## src/port_mode_pkg.sv

```systemverilog
// Constants, register offsets and reset values for the expansion port mode logic.
package port_mode_pkg;
	localparam int DATA_W = 8;
	localparam int ADDR_W = 16;
	// Register offsets in the port register window.
	localparam logic [7:0] OFF_PORT_A_DATA_IN = 8'h00;
	localparam logic [7:0] OFF_PORT_B_DATA_IN = 8'h01;
	localparam logic [7:0] OFF_PORT_B_ADDR_OUT_SEL = 8'h03;
	localparam logic [7:0] OFF_PORT_A_DATA_OUT = 8'h04;
	localparam logic [7:0] OFF_PORT_B_DATA_OUT = 8'h05;
	localparam logic [7:0] OFF_PORT_A_DIR = 8'h06;
	localparam logic [7:0] OFF_PORT_B_DIR = 8'h07;
	localparam logic [7:0] OFF_PORT_A_OE = 8'h0c;
	localparam logic [7:0] OFF_PORT_B_OE = 8'h0d;
	localparam logic [7:0] OFF_PORT_B_HIGH_SEL = 8'h0e;
	localparam logic [7:0] OFF_PORT_C_ISP = 8'h0f;
	localparam logic [7:0] OFF_MEMORY_MODE = 8'h10;
	// Field positions.
	localparam int REPEATER_ENABLE_BIT = 7;
	localparam int ISP_STATUS_EN_BIT = 0;
	localparam int ISP_ERROR_EN_BIT = 1;
	// Reset values.
	localparam logic [7:0] RST_REG = 8'h00;
	localparam logic [7:0] RST_ONES = 8'hff;
	// Wishbone window address width, in byte addresses of 32-bit words.
	localparam int WB_ADR_W = 8;
endpackage

```

## src/port_link_if.sv

```systemverilog
// Interface joining the port mode logic to the external pins and processor bus.
`timescale 1ns/10ps
`default_nettype none
interface port_link_if;
	import port_mode_pkg::*;
	// Processor bus as seen by the port logic.
	logic [ADDR_W-1:0] cpu_addr;
	logic [DATA_W-1:0] cpu_wdata;
	logic [DATA_W-1:0] cpu_rdata;
	logic cpu_rd_n;
	logic cpu_wr_n;
	logic program_fetch_strobe_n;
	logic periph_range_select_0;
	logic periph_range_select_1;
	// Logic array drive for the pins.
	logic [DATA_W-1:0] output_macrocell_a;
	logic [DATA_W-1:0] output_macrocell_a_used;
	logic [DATA_W-1:0] output_macrocell_b;
	logic [DATA_W-1:0] output_macrocell_b_used;
	// Pins: input, output, enable.
	logic [DATA_W-1:0] pa_in;
	logic [DATA_W-1:0] pa_out;
	logic [DATA_W-1:0] pa_oe;
	logic [DATA_W-1:0] pb_in;
	logic [DATA_W-1:0] pb_out;
	logic [DATA_W-1:0] pb_oe;
	logic isp_status_out;
	logic isp_error_out;
	logic isp_status_oe;
	logic isp_error_oe;
	modport device (input cpu_addr, cpu_wdata, cpu_rd_n, cpu_wr_n, program_fetch_strobe_n,
		periph_range_select_0, periph_range_select_1, output_macrocell_a,
		output_macrocell_a_used, output_macrocell_b, output_macrocell_b_used, pa_in, pb_in,
		output cpu_rdata, pa_out, pa_oe, pb_out, pb_oe, isp_status_out, isp_error_out,
		isp_status_oe, isp_error_oe);
	modport host (output cpu_addr, cpu_wdata, cpu_rd_n, cpu_wr_n, program_fetch_strobe_n,
		periph_range_select_0, periph_range_select_1, output_macrocell_a,
		output_macrocell_a_used, output_macrocell_b, output_macrocell_b_used, pa_in, pb_in,
		input cpu_rdata, pa_out, pa_oe, pb_out, pb_oe, isp_status_out, isp_error_out,
		isp_status_oe, isp_error_oe);
endinterface
`default_nettype wire

```

## src/pin_sync.sv

```systemverilog
// Two-flop synchroniser for a vector of pin inputs.
`timescale 1ns/10ps
`default_nettype none
module pin_sync #(
	parameter int W = 8
) (
	input wire logic clk,
	input wire logic rst_n,
	input wire logic [W-1:0] d,
	output logic [W-1:0] q
);
	logic [W-1:0] meta_q;
	// The first stage feeds only the second stage.
	always_ff @(posedge clk) begin
		if (!rst_n) begin
			meta_q <= '0;
			q <= '0;
		end else begin
			meta_q <= d;
			q <= meta_q;
		end
	end
endmodule
`default_nettype wire

```

## src/port_mode_device.sv

```systemverilog
// Device end: port registers, pin mode selection and peripheral repeater.
//
// Overview of operation
// - Direction bit 1 drives pin, 0 inputs.
// - Data-in reads pins; data-out sets driven level.
// - Direction writable anytime; mixed pins per port.
// - Macrocell-driven pin ignores direction bit.
// - Firmware keeps control bit 0 for I/O.
// - Firmware sets control and direction for address.
// - Control bit 1 drives address; resets zero.
// - Port B bit n carries A[n] or A[n+8].
// - Repeater buffers data bits D0-D7 only.
// - Read strobe pins-to-bus, write strobe bus-to-pins.
// - Repeater acts only inside OR of selects.
// - Firmware sets memory-mode bit 7; resets zero.
// - Repeater takes all eight port A pins.
// - Selects qualified by fetch strobe high.
// - Port C bits 3,4 optionally carry ISP status; here only driven low.
// - Enable from product term, direction, or repeater.
// - Read-only enable register shows final enables.
`timescale 1ns/10ps
`default_nettype none
module port_mode_device
	import port_mode_pkg::*;
(
	input wire logic clk,
	input wire logic rst_n,
	input wire logic wb_cyc_i,
	input wire logic wb_stb_i,
	input wire logic wb_we_i,
	input wire logic [WB_ADR_W-1:0] wb_adr_i,
	input wire logic [3:0] wb_sel_i,
	input wire logic [31:0] wb_dat_i,
	output logic [31:0] wb_dat_o,
	output logic wb_ack_o,
	port_link_if.device link
);
	logic [DATA_W-1:0] pa_dout_q, pb_dout_q, pa_dir_q, pb_dir_q;
	logic [DATA_W-1:0] pb_addr_sel_q, pb_high_sel_q, isp_q, mem_mode_q;
	logic [DATA_W-1:0] pa_in_s, pb_in_s;
	logic [DATA_W-1:0] pa_oe_d, pb_oe_d, pa_out_d, pb_out_d, cpu_rdata_d;
	logic [DATA_W-1:0] pa_out_q, pa_oe_q, pb_out_q, pb_oe_q, cpu_rdata_q;
	logic [DATA_W-1:0] pa_oe_rd_q, pb_oe_rd_q;
	logic [2:0] bus_s;
	logic rep_en, in_range, rep_rd, rep_wr;
	logic wb_req, wb_wr;
	logic [7:0] reg_idx;
	logic [DATA_W-1:0] rdata_mux;

	// Pins come from outside the clock domain and are synchronised first.
	pin_sync #(.W(DATA_W)) sync_pa (.clk(clk), .rst_n(rst_n), .d(link.pa_in), .q(pa_in_s));
	pin_sync #(.W(DATA_W)) sync_pb (.clk(clk), .rst_n(rst_n), .d(link.pb_in), .q(pb_in_s));
	pin_sync #(.W(3)) sync_bus (.clk(clk), .rst_n(rst_n),
		.d({link.cpu_rd_n, link.cpu_wr_n, link.program_fetch_strobe_n}), .q(bus_s));

	// A word index is the byte address divided by four.
	assign reg_idx = {2'b00, wb_adr_i[WB_ADR_W-1:2]};
	assign wb_req = wb_cyc_i && wb_stb_i && !wb_ack_o;
	// A write lands on the edge at which the master samples ack high, not when it is taken.
	assign wb_wr = wb_cyc_i && wb_stb_i && wb_ack_o && wb_we_i && wb_sel_i[0];

	// Function deciding whether a write hits a given offset.
	function automatic logic hit(input logic [7:0] idx, input logic [7:0] off);
		hit = (idx == off);
	endfunction

	// Writable configuration registers, written only on the acknowledged edge.
	always_ff @(posedge clk) begin
		if (!rst_n) begin
			pa_dout_q <= RST_REG;
			pb_dout_q <= RST_REG;
			pa_dir_q <= RST_REG;
			pb_dir_q <= RST_REG;
			pb_addr_sel_q <= RST_REG;
			pb_high_sel_q <= RST_REG;
			isp_q <= RST_REG;
			mem_mode_q <= RST_REG;
		end else if (wb_wr) begin
			if (hit(reg_idx, OFF_PORT_A_DATA_OUT)) pa_dout_q <= wb_dat_i[7:0];
			if (hit(reg_idx, OFF_PORT_B_DATA_OUT)) pb_dout_q <= wb_dat_i[7:0];
			if (hit(reg_idx, OFF_PORT_A_DIR)) pa_dir_q <= wb_dat_i[7:0];
			if (hit(reg_idx, OFF_PORT_B_DIR)) pb_dir_q <= wb_dat_i[7:0];
			if (hit(reg_idx, OFF_PORT_B_ADDR_OUT_SEL)) pb_addr_sel_q <= wb_dat_i[7:0];
			if (hit(reg_idx, OFF_PORT_B_HIGH_SEL)) pb_high_sel_q <= wb_dat_i[7:0];
			if (hit(reg_idx, OFF_PORT_C_ISP)) isp_q <= wb_dat_i[7:0];
			if (hit(reg_idx, OFF_MEMORY_MODE)) mem_mode_q <= wb_dat_i[7:0];
		end
	end

	// Repeater qualification; the fetch strobe is also checked here so code cycles never leak.
	assign rep_en = mem_mode_q[REPEATER_ENABLE_BIT];
	assign in_range = (link.periph_range_select_0 || link.periph_range_select_1) && bus_s[0];
	assign rep_rd = rep_en && in_range && !bus_s[2];
	assign rep_wr = rep_en && in_range && !bus_s[1] && bus_s[2];

	// Pin drive and enable selection; repeater outranks everything on port A.
	always_comb begin
		for (int i = 0; i < DATA_W; i++) begin
			if (rep_en) begin
				pa_oe_d[i] = rep_wr;
				pa_out_d[i] = link.cpu_wdata[i];
			end else if (link.output_macrocell_a_used[i]) begin
				pa_oe_d[i] = 1'b1;
				pa_out_d[i] = link.output_macrocell_a[i];
			end else begin
				pa_oe_d[i] = pa_dir_q[i];
				pa_out_d[i] = pa_dout_q[i];
			end
			if (link.output_macrocell_b_used[i]) begin
				pb_oe_d[i] = 1'b1;
				pb_out_d[i] = link.output_macrocell_b[i];
			end else if (pb_addr_sel_q[i]) begin
				// Firmware is expected to set direction too; enable still follows it.
				pb_oe_d[i] = pb_dir_q[i];
				pb_out_d[i] = pb_high_sel_q[i] ? link.cpu_addr[i+8] : link.cpu_addr[i];
			end else begin
				pb_oe_d[i] = pb_dir_q[i];
				pb_out_d[i] = pb_dout_q[i];
			end
		end
		cpu_rdata_d = rep_rd ? pa_in_s : RST_REG;
	end

	// Pin outputs are registered so every output except the tied-low ISP pins comes from a flip-flop.
	always_ff @(posedge clk) begin
		if (!rst_n) begin
			pa_out_q <= RST_REG;
			pa_oe_q <= RST_REG;
			pb_out_q <= RST_REG;
			pb_oe_q <= RST_REG;
			cpu_rdata_q <= RST_REG;
			pa_oe_rd_q <= RST_REG;
			pb_oe_rd_q <= RST_REG;
		end else begin
			pa_out_q <= pa_out_d;
			pa_oe_q <= pa_oe_d;
			pb_out_q <= pb_out_d;
			pb_oe_q <= pb_oe_d;
			cpu_rdata_q <= cpu_rdata_d;
			pa_oe_rd_q <= pa_oe_d;
			pb_oe_rd_q <= pb_oe_d;
		end
	end

	assign link.pa_out = pa_out_q;
	assign link.pa_oe = pa_oe_q;
	assign link.pb_out = pb_out_q;
	assign link.pb_oe = pb_oe_q;
	assign link.cpu_rdata = cpu_rdata_q;
	assign link.isp_status_out = 1'b0;
	assign link.isp_error_out = 1'b0;

	// Optional ISP pins are enabled from the port C control bits.
	logic isp_st_oe_q, isp_er_oe_q;
	always_ff @(posedge clk) begin
		if (!rst_n) begin
			isp_st_oe_q <= 1'b0;
			isp_er_oe_q <= 1'b0;
		end else begin
			isp_st_oe_q <= isp_q[ISP_STATUS_EN_BIT];
			isp_er_oe_q <= isp_q[ISP_ERROR_EN_BIT];
		end
	end
	assign link.isp_status_oe = isp_st_oe_q;
	assign link.isp_error_oe = isp_er_oe_q;

	// Read multiplexer; unmapped offsets read as zero.
	always_comb begin
		case (reg_idx)
			OFF_PORT_A_DATA_IN: rdata_mux = pa_in_s;
			OFF_PORT_B_DATA_IN: rdata_mux = pb_in_s;
			OFF_PORT_B_ADDR_OUT_SEL: rdata_mux = pb_addr_sel_q;
			OFF_PORT_A_DATA_OUT: rdata_mux = pa_dout_q;
			OFF_PORT_B_DATA_OUT: rdata_mux = pb_dout_q;
			OFF_PORT_A_DIR: rdata_mux = pa_dir_q;
			OFF_PORT_B_DIR: rdata_mux = pb_dir_q;
			OFF_PORT_A_OE: rdata_mux = pa_oe_rd_q;
			OFF_PORT_B_OE: rdata_mux = pb_oe_rd_q;
			OFF_PORT_B_HIGH_SEL: rdata_mux = pb_high_sel_q;
			OFF_PORT_C_ISP: rdata_mux = isp_q;
			OFF_MEMORY_MODE: rdata_mux = mem_mode_q;
			default: rdata_mux = RST_REG;
		endcase
	end

	// One acknowledge per request, registered one cycle after it and dropped the cycle after.
	always_ff @(posedge clk) begin
		if (!rst_n) begin
			wb_ack_o <= 1'b0;
			wb_dat_o <= 32'h0000_0000;
		end else begin
			wb_ack_o <= wb_req;
			wb_dat_o <= wb_req ? {24'h00_0000, rdata_mux} : 32'h0000_0000;
		end
	end
endmodule
`default_nettype wire

```

## src/flat_wrapper.sv

```systemverilog
// flat-port wrapper written by rule: the top's interface ports become plain ports
module port_mode_device_flat import port_mode_pkg::*;
  (clk, rst_n, wb_cyc_i, wb_stb_i, wb_we_i, wb_adr_i, wb_sel_i, wb_dat_i, wb_dat_o, wb_ack_o, link_cpu_addr, link_cpu_wdata, link_cpu_rd_n, link_cpu_wr_n, link_program_fetch_strobe_n, link_periph_range_select_0, link_periph_range_select_1, link_output_macrocell_a, link_output_macrocell_a_used, link_output_macrocell_b, link_output_macrocell_b_used, link_pa_in, link_pb_in, link_cpu_rdata, link_pa_out, link_pa_oe, link_pb_out, link_pb_oe, link_isp_status_out, link_isp_error_out, link_isp_status_oe, link_isp_error_oe);
  port_link_if link_i ();
  input wire logic clk;
  input wire logic rst_n;
  input wire logic wb_cyc_i;
  input wire logic wb_stb_i;
  input wire logic wb_we_i;
  input wire logic [WB_ADR_W-1:0] wb_adr_i;
  input wire logic [3:0] wb_sel_i;
  input wire logic [31:0] wb_dat_i;
  output logic [31:0] wb_dat_o;
  output logic wb_ack_o;
  input wire logic [$bits(link_i.cpu_addr)-1:0] link_cpu_addr;
  input wire logic [$bits(link_i.cpu_wdata)-1:0] link_cpu_wdata;
  input wire logic [$bits(link_i.cpu_rd_n)-1:0] link_cpu_rd_n;
  input wire logic [$bits(link_i.cpu_wr_n)-1:0] link_cpu_wr_n;
  input wire logic [$bits(link_i.program_fetch_strobe_n)-1:0] link_program_fetch_strobe_n;
  input wire logic [$bits(link_i.periph_range_select_0)-1:0] link_periph_range_select_0;
  input wire logic [$bits(link_i.periph_range_select_1)-1:0] link_periph_range_select_1;
  input wire logic [$bits(link_i.output_macrocell_a)-1:0] link_output_macrocell_a;
  input wire logic [$bits(link_i.output_macrocell_a_used)-1:0] link_output_macrocell_a_used;
  input wire logic [$bits(link_i.output_macrocell_b)-1:0] link_output_macrocell_b;
  input wire logic [$bits(link_i.output_macrocell_b_used)-1:0] link_output_macrocell_b_used;
  input wire logic [$bits(link_i.pa_in)-1:0] link_pa_in;
  input wire logic [$bits(link_i.pb_in)-1:0] link_pb_in;
  output wire logic [$bits(link_i.cpu_rdata)-1:0] link_cpu_rdata;
  output wire logic [$bits(link_i.pa_out)-1:0] link_pa_out;
  output wire logic [$bits(link_i.pa_oe)-1:0] link_pa_oe;
  output wire logic [$bits(link_i.pb_out)-1:0] link_pb_out;
  output wire logic [$bits(link_i.pb_oe)-1:0] link_pb_oe;
  output wire logic [$bits(link_i.isp_status_out)-1:0] link_isp_status_out;
  output wire logic [$bits(link_i.isp_error_out)-1:0] link_isp_error_out;
  output wire logic [$bits(link_i.isp_status_oe)-1:0] link_isp_status_oe;
  output wire logic [$bits(link_i.isp_error_oe)-1:0] link_isp_error_oe;
  assign link_i.cpu_addr = link_cpu_addr;
  assign link_i.cpu_wdata = link_cpu_wdata;
  assign link_i.cpu_rd_n = link_cpu_rd_n;
  assign link_i.cpu_wr_n = link_cpu_wr_n;
  assign link_i.program_fetch_strobe_n = link_program_fetch_strobe_n;
  assign link_i.periph_range_select_0 = link_periph_range_select_0;
  assign link_i.periph_range_select_1 = link_periph_range_select_1;
  assign link_i.output_macrocell_a = link_output_macrocell_a;
  assign link_i.output_macrocell_a_used = link_output_macrocell_a_used;
  assign link_i.output_macrocell_b = link_output_macrocell_b;
  assign link_i.output_macrocell_b_used = link_output_macrocell_b_used;
  assign link_i.pa_in = link_pa_in;
  assign link_i.pb_in = link_pb_in;
  assign link_cpu_rdata = link_i.cpu_rdata;
  assign link_pa_out = link_i.pa_out;
  assign link_pa_oe = link_i.pa_oe;
  assign link_pb_out = link_i.pb_out;
  assign link_pb_oe = link_i.pb_oe;
  assign link_isp_status_out = link_i.isp_status_out;
  assign link_isp_error_out = link_i.isp_error_out;
  assign link_isp_status_oe = link_i.isp_status_oe;
  assign link_isp_error_oe = link_i.isp_error_oe;
  port_mode_device u_core (.clk(clk), .rst_n(rst_n), .wb_cyc_i(wb_cyc_i), .wb_stb_i(wb_stb_i), .wb_we_i(wb_we_i), .wb_adr_i(wb_adr_i), .wb_sel_i(wb_sel_i), .wb_dat_i(wb_dat_i), .wb_dat_o(wb_dat_o), .wb_ack_o(wb_ack_o), .link(link_i));
endmodule
```

## config.mk

```make
export PLATFORM = sky130hd
export DESIGN_NAME = port_mode_device_flat
export DESIGN_NICKNAME = d
export VERILOG_FILES = /design/src/port_mode_pkg.sv /design/src/port_link_if.sv /design/src/pin_sync.sv /design/src/port_mode_device.sv /design/src/flat_wrapper.sv
export SDC_FILE = /design/constraint.sdc
export NUM_CORES = 1
export LEC_CHECK = 0
export BUFFER_PORTS_ARGS = -buffer_cell sky130_fd_sc_hd__buf_2
export CAP_MARGIN = 20
export CORE_MARGIN = 5
export CORE_UTILIZATION = 48
export DETAILED_ROUTE_END_ITERATION = 7
export PLACE_DENSITY = 0.76
export RECOVER_POWER = 100
export SETUP_SLACK_MARGIN = 0.3
export SYNTH_ARGS = -nofsm -noshare
export SYNTH_HDL_FRONTEND = slang
export SYNTH_SLANG_ARGS = --single-unit
```

## constraint.sdc

```tcl
create_clock -name clk -period 1.8 [get_ports clk]
set_input_delay 0 -clock clk [delete_from_list [all_inputs] [get_ports clk]]
set_output_delay 0 -clock clk [all_outputs]
set_load 0.01 [all_outputs]
```

==> impl_metrics.toml <==
[timing]
skew_ps = 7.99
slew_violations = 0
min_period_ps = 1570
fin_tns_setup_ps = 0
grt_setup_unrepaired = "false"
finalHoldViolCount = 0
maxSlewHeadroom_pct = 59.5
layout_worst_path_cycle_share_pct = 87.4
fmax_ghz = 0.636
worst_pin_slew_ps = 607
setup_violations = 0
holdWs_ps = 66.3

[final_layout]
drive_above_1_share_pct = 19.7
layout.cells.non_filler = 1071
fillers = 1097
final_nets = 1012
num_antenna_cells = 0
area_growth_pct = 31.3
ff_latch_area_sq_um = 3060
multi_input_area_sq_um = 3020

[die]
die_area_sq_um = 15800
die_w_um = 126
die_h_um = 126
core_area_sq_um = 13200
start_util_pct = 48.7
num_rows = 42
ioPinCount = 203

[global_route]
grt_usage_pct = 23.0
antenna_found_initial = 0
grt_pass1_vias = 5557
grt_pass1_wl_um = 28800
grt_max_degree = 98
overflow = 0

[synthesis]
synth_edf_count = 0
netlist_instances = 672
avgSynthCellArea_sq_um = 9.55
synth_flop_cell = "dfxtp_1"
synth_cell_types = 53
async_reset_ff_share_pct = 0
synth_seq_cells = 153
synth_warnings = 0
ys_seq_area_share_pct = 47.7
netlist_area_sq_um = 6420

[pwr]
clkPwrFrac_pct = 45.2
p_leak_nw = 3.72
p_per_area_nw_per_um2 = 892
power_switching_mw = 1.69
comb_power_share_pct = 8.4
seqPwrFrac_pct = 46.4
peakVddDrop_mv = 0.587
switching_share_pct = 22.5
p_int_mw = 5.83

[hold_path]
min-delay-start = "link_cpu_addr[3]"
hold_depth = 5
holdPathEnd = "u_core.link.pb_out[3]$_SDFF_PN0_"
min_path_type = "input port to flop"

[clock_network]
htree_levels = 4
cts_buffer_depth = 2
clkLatencyLatePin_ps = 420
root_buffer = "clkbuf_16"
path_clk_slew_ps = 60
cts_made_buffers = 17
cts_tree = "built"
cts_num_sinks = 153

[status]
status = "finished, final reports clean"

[routing]
ant_nets = 0
viasPerCell = 5.19
wl_per_cell_um = 17.0
drc = 0
wirelength_um = 18200
via_count = 5555
drt_iter0_markers = 424
firstDrtPassIters = 5

[critical_path]
rr_startpoint = "u_core.wb_ack_o$_SDFF_PN0_"
worstSetupStartpointType = "flop"
end_kind = "flop"
worst_ep_required_time_ps = 2090
timing.rr.end = "u_core.pb_dout_q[5]$_SDFFE_PN0P_"
reg2reg_slack_ps = 230
critPathKind = "flop to flop"
r2r_cells = 5
critPathMaxFanout = 7
worst_ep_arrival_time_ps = 1870

[place]
place_inst = 970
place_hpwl_um = 12200
gp_congestion = 0.866
io_buffers = 147

[job]
maxCapViolations = 0
[cells in the final DEF, fill, tap and decap left out, types with 18 or more instances in the layout]
| cell | Yosys | final |
|---|---|---|
| and2_1 | 52 | 39 |
| nor2_1 | 101 | 101 |
| clkbuf_1 | 26 | 62 |
| dlygate4sd3_1 | 0 | 67 |
| nand3_1 | 23 | 23 |
| buf_4 | 26 | 18 |
| a21oi_1 | 45 | 45 |
| dfxtp_1 | 153 | 152 |
| buf_2 | 21 | 97 |
| conb_1 | 1 | 26 |
| mux2i_1 | 81 | 81 |
[cells in the mapped netlist (2+ instances only)]
library cell	number	area, sq um
dfxtp_1	153	3060
nor2_1	101	379
mux2i_1	81	811
and2_1	52	325
a21oi_1	45	225
buf_4	26	195
clkbuf_1	26	97.6
nand3_1	23	115
buf_2	21	105
nand2_1	16	60.1
mux2_2	14	158
nor3_1	12	60.1
o21ai_0	12	60.1
a31oi_1	10	62.6
a211oi_1	9	67.6
o21bai_1	8	60.1
nand4_2	6	75.1
nor2b_1	6	37.5
nand4_1	4	25.0
inv_1	3	11.3
mux4_2	3	67.6
o211ai_1	3	22.5
a221oi_1	2	17.5
a22oi_1	2	15.0
and4_1	2	17.5
buf_6	2	22.5
nand2b_1	2	12.5
nand3b_1	2	15.0
nor4_1	2	12.5
[metal layers]
layer / GRT usage (%) / routed length, um
met1: 27.9 / 7350
met5: 0 / 0
met2: 38.3 / 8970
met3: 6.48 / 1340
met4: 9.69 / 534
[cell type report]
type,count,area share (%)
Clock inverter,9,1.22
Timing Repair Buffer,247,18.4
Clock buffer,19,5.37
Tap cell,176,2.61
Sequential cell,153,36.4
Multi-Input combinational cell,463,35.8
Inverter,4,0.178
[power by group through the flow]
stage	clock [mW]	combinational [mW]	sequential (mW)
2_1_floorplan	0	0.322	3.57
3_3_place_gp	0	0.512	3.56
3_5_place_dp	0	0.518	3.56
4_1_cts	3.46	0.633	3.49
5_1_grt	3.61	0.688	3.50
6_report	3.40	0.630	3.49
[what timing repair did]
action / 4_1_cts / 5_1_grt
setup buffers: 1 / 5
hold buffers: 68 / 0
endpoints found under the setup margin: 3 / 26
gates resized for setup: 2 / 2
pin swaps: 1 / 5
gates cloned: 0 / 0
endpoints found under the hold margin: 116 / 0
[worst max-delay path, cell delays in order (launching register included)]
cell and delay, ps:
dfxtp_1 300, clkbuf_1 200, nand4_2 130, clkbuf_1 480, mux2i_1 270, nor2_1 60
[worst max-delay path by stage]
stage | start | endpoint | cells past startpoint
after global routing | u_core.wb_ack_o$_SDFF_PN0_ | u_core.pb_dout_q[5]$_SDFFE_PN0P_ | 5
after global placement | wb_adr_i[3] | u_core.wb_dat_o[3]$_SDFF_PN0_ | 5
after floorplan | u_core.wb_ack_o$_SDFF_PN0_ | u_core.mem_mode_q[0]$_SDFFE_PN0P_ | 6
after CTS | u_core.isp_q[3]$_SDFFE_PN0P_ | u_core.wb_dat_o[3]$_SDFF_PN0_ | 4
after detailed placement | wb_adr_i[3] | u_core.wb_dat_o[3]$_SDFF_PN0_ | 5
final | u_core.wb_ack_o$_SDFF_PN0_ | u_core.pb_dout_q[5]$_SDFFE_PN0P_ | 5
[stage by stage]
| step | area, sq um | worst slack [ps] | util, % | power, mW |
|---|---|---|---|---|
| final | 8430 | 227 | 63.9 | 7.52 |
| after global routing | 8430 | 172 | 63.9 | 7.79 |
| after CTS | 8520 | 297 | 64.6 | 7.58 |
| after detailed placement | 7280 | 134 | 55.2 | 4.08 |
| after global placement | 7280 | 187 | 55.2 | 4.07 |
| after floorplan | 6530 | 329 | - | 3.89 |
[logic make-up after synthesis]
family / share of synthesized area [%]
AO/OA/AOI/OAI: 9.55
buffers and inverters: 6.92
other: 0.0584
flip-flops: 47.7
multiplexers: 16.5
AND/OR/NAND/NOR: 19.2
Note: power is estimated with default switching activity, not from simulation.
